<file path="src/logic/clock_enable_gating_pkg.sv">
package clock_enable_gating_pkg;

	// register port geometry
	localparam int ADDR_W = 8;
	localparam int DATA_W = 8;

	// register byte offsets
	localparam logic [7:0] CTRL_OFS = 8'h00;
	localparam logic [7:0] MULT_OFS = 8'h04;
	localparam logic [7:0] TRIM_OFS = 8'h08;
	localparam logic [7:0] STAT_OFS = 8'h0C;

	// control register fields
	localparam int CTRL_INT_ON_BIT = 0;
	localparam int CTRL_EXT_ON_BIT = 1;
	localparam int CTRL_SEL_EXT_BIT = 2;

	// status register fields
	localparam int STAT_INT_EN_BIT = 0;
	localparam int STAT_EXT_EN_BIT = 1;
	localparam int STAT_HALT_BIT = 2;
	localparam int STAT_STABLE_BIT = 3;
	localparam int STAT_SEL_BIT = 4;

	// reset values
	localparam logic [7:0] CTRL_RESET = 8'h01;
	localparam logic [6:0] MULT_RESET = 7'h01;
	localparam logic [7:0] TRIM_RESET = 8'h10;
	localparam logic [7:0] ZERO_BYTE = 8'h00;

	// multiplier field and period counter widths
	localparam int MULT_W = 7;
	localparam int PERIOD_W = 16;

	// timing: system clock and nominal base frequency
	localparam int CLK_FREQ_HZ = 100_000_000;
	localparam int NOM_FREQ_DHZ = 3_072_000;
	localparam int TOL_PERCENT = 5;
	localparam int NOM_PERIOD_CYC = (CLK_FREQ_HZ / NOM_FREQ_DHZ) * 10
		+ ((CLK_FREQ_HZ % NOM_FREQ_DHZ) * 10) / NOM_FREQ_DHZ;
	localparam int LOW_PERIOD_CYC =
		(NOM_PERIOD_CYC * (100 - TOL_PERCENT) + 99) / 100;
	localparam int HIGH_PERIOD_CYC =
		(NOM_PERIOD_CYC * (100 + TOL_PERCENT)) / 100;
	localparam logic [15:0] LOW_PERIOD = 16'(LOW_PERIOD_CYC);
	localparam logic [15:0] HIGH_PERIOD = 16'(HIGH_PERIOD_CYC);
	localparam logic [15:0] PERIOD_MAX = 16'hFFFF;

endpackage

</file>
<file path="src/logic/clock_enable_gating.sv">
// The plain strobed port and the register addresses are this design's own decisions.
`timescale 1ns/10ps
// Operation
// - halt signal asserts, stopping the whole generator, while stop mode is on
// - during halt, internal, external and base clocks are held low
// - internal enable is internal-on bit and not halt
// - internal enable off keeps internal clock and base clock low
// - external enable is external-on bit and not halt
// - external enable off keeps external clock low
// - bus clock is a quarter of oscillator clock, half of generator clock
// - oscillator output clock and separate generator output clock are provided
// - internal clock is software-programmed integer multiple of base frequency
// - software selects internal or external generator as bus clock source
// - filter-stable flag set when base frequency error is under five percent
module clock_enable_gating (
	input wire logic SYS_CLK,
	input wire logic SYS_RST,
	input wire logic STOP_MODE,
	input wire logic EXT_CLK_IN,
	input wire logic [7:0] ADDR,
	input wire logic [7:0] WDATA,
	input wire logic WR,
	input wire logic RD,
	output logic [7:0] RDATA,
	output logic GENERATOR_HALT,
	output logic INTERNAL_GEN_ENABLE,
	output logic EXTERNAL_GEN_ENABLE,
	output logic INTERNAL_OSC_CLOCK,
	output logic EXTERNAL_OSC_CLOCK,
	output logic LOW_FREQ_BASE_CLOCK,
	output logic OSCILLATOR_OUTPUT_CLOCK,
	output logic GENERATOR_OUTPUT_CLOCK,
	output logic BUS_CLOCK,
	output logic FILTER_STABLE_FLAG
);

	////////////////////////////////////////////////////////////////////////
	// address decode

	function automatic logic addr_hit(input logic [7:0] a, input logic [7:0] o);
		addr_hit = (a == o);
	endfunction

	logic [7:0] ctrl_reg;
	logic [6:0] mult_reg;
	logic [7:0] trim_reg;
	logic [7:0] rdata_next;
	logic [7:0] status;
	logic internal_on_bit;
	logic external_on_bit;
	logic sel_ext_bit;
	logic sel_active_reg;
	logic int_enable_next;

	assign internal_on_bit = ctrl_reg[clock_enable_gating_pkg::CTRL_INT_ON_BIT];
	assign external_on_bit = ctrl_reg[clock_enable_gating_pkg::CTRL_EXT_ON_BIT];
	assign sel_ext_bit = ctrl_reg[clock_enable_gating_pkg::CTRL_SEL_EXT_BIT];
	assign int_enable_next = internal_on_bit && !STOP_MODE;

	////////////////////////////////////////////////////////////////////////
	// software registers

	always_ff @(posedge SYS_CLK or posedge SYS_RST) begin
		if (SYS_RST) begin
			ctrl_reg <= clock_enable_gating_pkg::CTRL_RESET;
		end else if (WR && addr_hit(ADDR, clock_enable_gating_pkg::CTRL_OFS)) begin
			ctrl_reg <= {5'h0, WDATA[2:0]};
		end
	end

	// multiplier factor for the internal generator
	always_ff @(posedge SYS_CLK or posedge SYS_RST) begin
		if (SYS_RST) begin
			mult_reg <= clock_enable_gating_pkg::MULT_RESET;
		end else if (WR && addr_hit(ADDR, clock_enable_gating_pkg::MULT_OFS)) begin
			mult_reg <= WDATA[6:0];
		end
	end

	always_ff @(posedge SYS_CLK or posedge SYS_RST) begin
		if (SYS_RST) begin
			trim_reg <= clock_enable_gating_pkg::TRIM_RESET;
		end else if (WR && addr_hit(ADDR, clock_enable_gating_pkg::TRIM_OFS)) begin
			trim_reg <= WDATA;
		end
	end

	always_comb begin
		status = 8'h00;
		status[clock_enable_gating_pkg::STAT_INT_EN_BIT] = INTERNAL_GEN_ENABLE;
		status[clock_enable_gating_pkg::STAT_EXT_EN_BIT] = EXTERNAL_GEN_ENABLE;
		status[clock_enable_gating_pkg::STAT_HALT_BIT] = GENERATOR_HALT;
		status[clock_enable_gating_pkg::STAT_STABLE_BIT] = FILTER_STABLE_FLAG;
		status[clock_enable_gating_pkg::STAT_SEL_BIT] = sel_active_reg;
	end

	always_comb begin
		rdata_next = clock_enable_gating_pkg::ZERO_BYTE;
		if (RD) begin
			unique case (ADDR)
				clock_enable_gating_pkg::CTRL_OFS: rdata_next = ctrl_reg;
				clock_enable_gating_pkg::MULT_OFS: rdata_next = {1'b0, mult_reg};
				clock_enable_gating_pkg::TRIM_OFS: rdata_next = trim_reg;
				clock_enable_gating_pkg::STAT_OFS: rdata_next = status;
				default: rdata_next = clock_enable_gating_pkg::ZERO_BYTE;
			endcase
		end
	end

	// read data stands only in the cycle after the read strobe
	always_ff @(posedge SYS_CLK or posedge SYS_RST) begin
		if (SYS_RST) begin
			RDATA <= clock_enable_gating_pkg::ZERO_BYTE;
		end else begin
			RDATA <= rdata_next;
		end
	end

	////////////////////////////////////////////////////////////////////////
	// enables

	always_ff @(posedge SYS_CLK or posedge SYS_RST) begin
		if (SYS_RST) begin
			GENERATOR_HALT <= 1'b0;
			INTERNAL_GEN_ENABLE <= 1'b0;
			EXTERNAL_GEN_ENABLE <= 1'b0;
		end else begin
			GENERATOR_HALT <= STOP_MODE;
			INTERNAL_GEN_ENABLE <= int_enable_next;
			EXTERNAL_GEN_ENABLE <= external_on_bit && !STOP_MODE;
		end
	end

	////////////////////////////////////////////////////////////////////////
	// internal oscillator: half period of trim+1 cycles

	logic [7:0] dco_cnt_reg;
	logic dco_reg;
	logic dco_tick;
	logic ick_rise;

	assign dco_tick = (dco_cnt_reg == trim_reg);
	assign ick_rise = dco_tick && !dco_reg && int_enable_next;

	always_ff @(posedge SYS_CLK or posedge SYS_RST) begin
		if (SYS_RST) begin
			dco_cnt_reg <= 8'h00;
		end else if (!INTERNAL_GEN_ENABLE && !dco_reg) begin
			dco_cnt_reg <= 8'h00;
		end else if (dco_tick) begin
			dco_cnt_reg <= 8'h00;
		end else begin
			dco_cnt_reg <= dco_cnt_reg + 8'h01;
		end
	end

	// no new high phase once the enable is about to drop
	always_ff @(posedge SYS_CLK or posedge SYS_RST) begin
		if (SYS_RST) begin
			dco_reg <= 1'b0;
		end else if (dco_tick && (dco_reg || int_enable_next)) begin
			dco_reg <= !dco_reg;
		end
	end

	always_ff @(posedge SYS_CLK or posedge SYS_RST) begin
		if (SYS_RST) begin
			INTERNAL_OSC_CLOCK <= 1'b0;
		end else begin
			INTERNAL_OSC_CLOCK <= dco_reg;
		end
	end

	////////////////////////////////////////////////////////////////////////
	// base clock: internal clock divided by the multiplier

	logic [6:0] div_cnt_reg;
	logic base_raw_reg;
	logic pass_through;

	assign pass_through = (mult_reg <= 7'h01);

	always_ff @(posedge SYS_CLK or posedge SYS_RST) begin
		if (SYS_RST) begin
			div_cnt_reg <= 7'h00;
		end else if (pass_through || !INTERNAL_GEN_ENABLE) begin
			div_cnt_reg <= 7'h00;
		end else if (ick_rise) begin
			if (div_cnt_reg >= mult_reg - 7'h01) begin
				div_cnt_reg <= 7'h00;
			end else begin
				div_cnt_reg <= div_cnt_reg + 7'h01;
			end
		end
	end

	// base high for the first half of each multiplier period
	always_ff @(posedge SYS_CLK or posedge SYS_RST) begin
		if (SYS_RST) begin
			base_raw_reg <= 1'b0;
		end else if (pass_through) begin
			base_raw_reg <= dco_reg;
		end else if (ick_rise) begin
			base_raw_reg <= (div_cnt_reg < (mult_reg >> 1)) ||
				(div_cnt_reg == 7'h00);
		end else if (!dco_reg && !INTERNAL_GEN_ENABLE) begin
			base_raw_reg <= 1'b0;
		end
	end

	always_ff @(posedge SYS_CLK or posedge SYS_RST) begin
		if (SYS_RST) begin
			LOW_FREQ_BASE_CLOCK <= 1'b0;
		end else begin
			LOW_FREQ_BASE_CLOCK <= base_raw_reg;
		end
	end

	////////////////////////////////////////////////////////////////////////
	// external clock gate, enable only changes while the input is low

	logic ext_gate_reg;

	always_ff @(posedge SYS_CLK or posedge SYS_RST) begin
		if (SYS_RST) begin
			ext_gate_reg <= 1'b0;
		end else if (!EXT_CLK_IN) begin
			ext_gate_reg <= EXTERNAL_GEN_ENABLE;
		end
	end

	always_ff @(posedge SYS_CLK or posedge SYS_RST) begin
		if (SYS_RST) begin
			EXTERNAL_OSC_CLOCK <= 1'b0;
		end else begin
			EXTERNAL_OSC_CLOCK <= EXT_CLK_IN && ext_gate_reg;
		end
	end

	////////////////////////////////////////////////////////////////////////
	// source selection, switched only while both sources rest low

	always_ff @(posedge SYS_CLK or posedge SYS_RST) begin
		if (SYS_RST) begin
			sel_active_reg <= 1'b0;
		end else if (!INTERNAL_OSC_CLOCK && !EXTERNAL_OSC_CLOCK) begin
			sel_active_reg <= sel_ext_bit;
		end
	end

	always_ff @(posedge SYS_CLK or posedge SYS_RST) begin
		if (SYS_RST) begin
			OSCILLATOR_OUTPUT_CLOCK <= 1'b0;
		end else if (sel_active_reg) begin
			OSCILLATOR_OUTPUT_CLOCK <= EXTERNAL_OSC_CLOCK;
		end else begin
			OSCILLATOR_OUTPUT_CLOCK <= INTERNAL_OSC_CLOCK;
		end
	end

	////////////////////////////////////////////////////////////////////////
	// generator output and bus clock dividers

	logic osc_prev_reg;
	logic gen_prev_reg;
	logic osc_rise;
	logic gen_rise;

	assign osc_rise = OSCILLATOR_OUTPUT_CLOCK && !osc_prev_reg;
	assign gen_rise = GENERATOR_OUTPUT_CLOCK && !gen_prev_reg;

	always_ff @(posedge SYS_CLK or posedge SYS_RST) begin
		if (SYS_RST) begin
			osc_prev_reg <= 1'b0;
			gen_prev_reg <= 1'b0;
		end else begin
			osc_prev_reg <= OSCILLATOR_OUTPUT_CLOCK;
			gen_prev_reg <= GENERATOR_OUTPUT_CLOCK;
		end
	end

	always_ff @(posedge SYS_CLK or posedge SYS_RST) begin
		if (SYS_RST) begin
			GENERATOR_OUTPUT_CLOCK <= 1'b0;
		end else if (osc_rise) begin
			GENERATOR_OUTPUT_CLOCK <= !GENERATOR_OUTPUT_CLOCK;
		end
	end

	always_ff @(posedge SYS_CLK or posedge SYS_RST) begin
		if (SYS_RST) begin
			BUS_CLOCK <= 1'b0;
		end else if (gen_rise) begin
			BUS_CLOCK <= !BUS_CLOCK;
		end
	end

	////////////////////////////////////////////////////////////////////////
	// base period measurement and filter-stable flag

	logic base_prev_reg;
	logic base_rise;
	logic [15:0] period_cnt_reg;
	logic in_band;
	logic base_seen_reg;

	assign base_rise = LOW_FREQ_BASE_CLOCK && !base_prev_reg;
	assign in_band = (period_cnt_reg >= clock_enable_gating_pkg::LOW_PERIOD) &&
		(period_cnt_reg <= clock_enable_gating_pkg::HIGH_PERIOD);

	always_ff @(posedge SYS_CLK or posedge SYS_RST) begin
		if (SYS_RST) begin
			base_prev_reg <= 1'b0;
		end else begin
			base_prev_reg <= LOW_FREQ_BASE_CLOCK;
		end
	end

	// cycles since the last base rising edge, saturating
	always_ff @(posedge SYS_CLK or posedge SYS_RST) begin
		if (SYS_RST) begin
			period_cnt_reg <= 16'h0000;
		end else if (base_rise || !INTERNAL_GEN_ENABLE) begin
			period_cnt_reg <= 16'h0001;
		end else if (period_cnt_reg != clock_enable_gating_pkg::PERIOD_MAX) begin
			period_cnt_reg <= period_cnt_reg + 16'h0001;
		end
	end

	always_ff @(posedge SYS_CLK or posedge SYS_RST) begin
		if (SYS_RST) begin
			FILTER_STABLE_FLAG <= 1'b0;
		end else if (!INTERNAL_GEN_ENABLE) begin
			FILTER_STABLE_FLAG <= 1'b0;
		end else if (base_rise && base_seen_reg) begin
			FILTER_STABLE_FLAG <= in_band;
		end else if (period_cnt_reg > clock_enable_gating_pkg::HIGH_PERIOD) begin
			FILTER_STABLE_FLAG <= 1'b0;
		end
	end

	// first edge after enabling only starts the measurement
	always_ff @(posedge SYS_CLK or posedge SYS_RST) begin
		if (SYS_RST) begin
			base_seen_reg <= 1'b0;
		end else if (!INTERNAL_GEN_ENABLE) begin
			base_seen_reg <= 1'b0;
		end else if (base_rise) begin
			base_seen_reg <= 1'b1;
		end
	end

endmodule

</file>
<file path="config.mk">
export PLATFORM = sky130hd
export DESIGN_NAME = clock_enable_gating
export DESIGN_NICKNAME = d
export VERILOG_FILES = /design/src/logic/clock_enable_gating_pkg.sv /design/src/logic/clock_enable_gating.sv
export SDC_FILE = /design/constraint.sdc
export NUM_CORES = 1
export LEC_CHECK = 0
export ABC_AREA = 1
export BUFFER_PORTS_ARGS = -buffer_cell sky130_fd_sc_hd__buf_2
export CORE_UTILIZATION = 40
export DETAILED_ROUTE_END_ITERATION = 7
export HOLD_SLACK_MARGIN = 0.15
export SYNTH_ARGS = -nofsm -noshare
export SYNTH_HDL_FRONTEND = slang
export SYNTH_SLANG_ARGS = --single-unit
export TNS_END_PERCENT = 5
</file>
<file path="constraint.sdc">
create_clock -name SYS_CLK -period 2.8 [get_ports SYS_CLK]
set_clock_uncertainty 0.2 [all_clocks]
set_input_delay 0.28 -clock SYS_CLK [delete_from_list [all_inputs] [get_ports SYS_CLK]]
set_output_delay 0.28 -clock SYS_CLK [all_outputs]
set_load 0.1 [all_outputs]
</file>
==> results.sh <==
export IMPL_core_area_um2=10300
export IMPL_vias=3582
export IMPL_largest_reg_flops=16
export IMPL_fin_nets=628
export IMPL_io_pins=40
export IMPL_gp_congestion=0.958
export IMPL_finalNonFillerCells=727
export IMPL_grt_pass1_wl_mm=16.4
export IMPL_final_util_pct=48.4
export IMPL_clk_path_buf_depth=2
export IMPL_finalHoldViolations=0
export IMPL_status="complete, no violations"
export IMPL_p_int_uw=1950
export IMPL_finalSetupViolCount=0
export IMPL_syn_inst=522
export IMPL_drt_total_wl_mm=9.38
export IMPL_synth_most_common_cell="nand2_1"
export IMPL_ys_top_cells_by_count="128 x nand2_1, 76 x inv_1, 72 x dfrtp_1, 54 x nand3_1, 42 x nor2_1"
export IMPL_grt_use_total_pct=18.9
export IMPL_rr_startpoint="mult_reg[0]"
export IMPL_crit_path_top_delay_cell="dfstp_2"
export IMPL_die_w_um=105
export IMPL_portBuffers=39
export IMPL_synth_edf_count=0
export IMPL_cp_slowest_stage_delay_ns=0.57
export IMPL_use_met3_pct=3.18
export IMPL_crit_chain="inv_1, ha_1, nand2_1, xor2_1, ha_1, a21oi_1, o21a_1, nand3_1, nor2_1, nand3_1, nand2_1"
export IMPL_fin_area_um2=4970
export IMPL_met2_usage_pct=29.6
export IMPL_fmax_ghz=0.394
export IMPL_synth_nets=564
export IMPL_grt_max_degree=30
export IMPL_path_clk_slew_ns=0.08
export IMPL_drv_slew=0
export IMPL_path_class="reg -> reg"
export IMPL_max_cap_violations=0
export IMPL_drtPass1Iterations=5
export IMPL_fin_tns_setup_ns=0
export IMPL_dp_cells=696
export IMPL_critical_path_required_ns=2.89
export IMPL_synth_ff_type="dfrtp_1"
export IMPL_rr_worst_depth=11
export IMPL_clk_latency_ns=0.35
export IMPL_pwr_share_seq_pct=45.2
export IMPL_async_flop_share_pct=100
export IMPL_antenna_cells=0
export IMPL_swShare_pct=32.2
export IMPL_post_dp_cell_area_um2=4590
export IMPL_power_leakage_uw=0.00255
export IMPL_synth_cell_types=39
export IMPL_switchingPower_uw=929
export IMPL_ir_worst_vdd_v=0.000347
export IMPL_cts_buffers=9
export IMPL_min_from="base_raw_reg"
export IMPL_clockPowerShare_pct=32.7
export IMPL_busiest_layer="met2"
export IMPL_start_util_pct=41.1
export IMPL_ant_nets=0
export IMPL_cts_root_buf="clkbuf_8"
export IMPL_tightest_slew_ns=0.713
export IMPL_p_per_area_nw_per_um2=580
export IMPL_dp_hpwl_mm=7.02
export IMPL_yosysTopAreaCellShare_pct=42.6
export IMPL_use_met1_pct=26.3
export IMPL_crit_fanout=5
export IMPL_syn_area_um2=4230
export IMPL_min_period_over_period_pct=90.7
export IMPL_antenna_found_initial=0
export IMPL_post_cts_resize_count=0
export IMPL_synth_top_area_cell="dfrtp_1"
export IMPL_viasPerCell=4.93
export IMPL_seq_area_um2=1880
export IMPL_synth_area_top_cells="dfrtp_1 43%, nand2_1 11%, inv_1 6.7%, nand3_1 6.4%, ha_1 5.9%"
export IMPL_cts_tree="built"
export IMPL_ff2ff_setup_slack_ns=0.26
export IMPL_hp_class="reg -> reg"
export IMPL_die_area_um2=11000
export IMPL_synth_seq_cells=75
export IMPL_yosysWarnings=0
export IMPL_die_height_um=105
export IMPL_period_minus_slack_ns=2.54
export IMPL_syn2layout_area_growth_pct=17.5
export IMPL_startpoint_type="flip-flop"
export IMPL_drtIter0Drc=161
export IMPL_synth_yosys_seq_area_share_pct=44.5
export IMPL_hold_slack_ns=0.177
export IMPL_multi_input_area_um2=2010
export IMPL_nFillCells=1040
export IMPL_max_slew_margin_pct=52.3
export IMPL_rr_endpoint="div_cnt_reg[2]"
export IMPL_routedWlPerCell_um=12.9
export IMPL_avgSynthCellArea_um2=8.10
export IMPL_cp_arrival_ns=2.63
export IMPL_grt_pass1_vias=3441
export IMPL_ctsHtreeMaxLevel=3
export IMPL_drive_above_1_share_pct=17.3
export IMPL_holdPathEnd="LOW_FREQ_BASE_CLOCK"
export IMPL_clkSinkCount=75
export IMPL_drc=0
export IMPL_rows=37
export IMPL_critPathCaptureType="flip-flop"
export IMPL_whs_path_depth=0
export IMPL_grt_overflow_total=0
export IMPL_combPwrFrac_pct=22.0
export IMPL_rsz0062_at_grt="false"
-- cells in the final DEF (no fill, tap or decap), types with 7 or more instances in the layout --
cell,synthesis,routed
inv_1,76,75
nand2_1,128,128
o21ai_2,15,15
dfrtp_1,72,72
clkbuf_8,0,11
dlygate4sd3_1,0,15
buf_2,2,39
xnor2_1,7,7
nor2_1,42,42
o21ai_0,19,19
nor3_1,8,8
ha_1,20,20
a21oi_1,10,10
nand4_1,10,10
xor2_1,12,12
nand3_1,54,54
-- worst max-delay path, delay by kind of cell, from the launching register on --
kind / cells / cell delay (ns)
AOI/OAI and AO/OA: 2 / 0.26
xor gates and xnor gates: 1 / 0.19
adders and majority gates: 2 / 0.53
buffers and inverters: 1 / 0.07
DFF: 1 / 0.57
and+or+nand+nor: 5 / 0.65
-- through the flow --
stage | setup WS, ns | total power, uW
after floorplan | 0.415 | 1810
after global placement | 0.382 | 1930
after detailed placement | 0.280 | 1950
after CTS | 0.244 | 2920
after global routing | 0.0589 | 3060
final | 0.261 | 2880
-- routing by layer --
metal | routed length [um] | part of all wire (%)
met1 | 4480 | 48
met2 | 4260 | 45
met3 | 488 | 5.2
met4 | 160 | 1.7
met5 | 0 | 0
-- worst max path at each step --
stage,endpoint,startpoint,slack [ns]
floorplan,BUS_CLOCK,SYS_RST,0.41
global placement,div_cnt_reg[1],mult_reg[0],0.38
detailed placement,div_cnt_reg[2],mult_reg[0],0.28
CTS,div_cnt_reg[2],mult_reg[0],0.24
global route,div_cnt_reg[0],mult_reg[0],0.06
finish,div_cnt_reg[2],mult_reg[0],0.26
-- cell type report --
cell class	count	area share [%]
multi-input cells	363	40.4
flip-flops and latches	75	37.8
repair buffers	58	7.80
inverters	79	5.99
well taps	136	3.42
clock buffers	12	3.12
clock inverters	4	1.46
-- power groups by stage --
stage | combinational, uW | clock (uW) | sequential (uW)
5_1_grt | 722 | 1010 | 1320
3_5_place_dp | 624 | 0 | 1330
3_3_place_gp | 611 | 0 | 1320
2_1_floorplan | 339 | 0 | 1470
4_1_cts | 641 | 975 | 1310
6_report | 635 | 944 | 1300
-- cell families (layout without fill, tap and decap cells) --
family / after synthesis / in the layout / synth area share (%)
buf+inv: 84 / 153 / 8.08
xor+xnor: 19 / 19 / 3.94
fa+ha+maj: 20 / 20 / 5.92
flops: 75 / 75 / 44.5
compound gates: 54 / 54 / 8.29
simple gates: 270 / 270 / 29.3
-- what timing repair did --
item,CTS,global route
hold endpoints to repair,55,0
buffers inserted,0,0
hold buffers,15,0
Power figures use the tool's default switching activity.
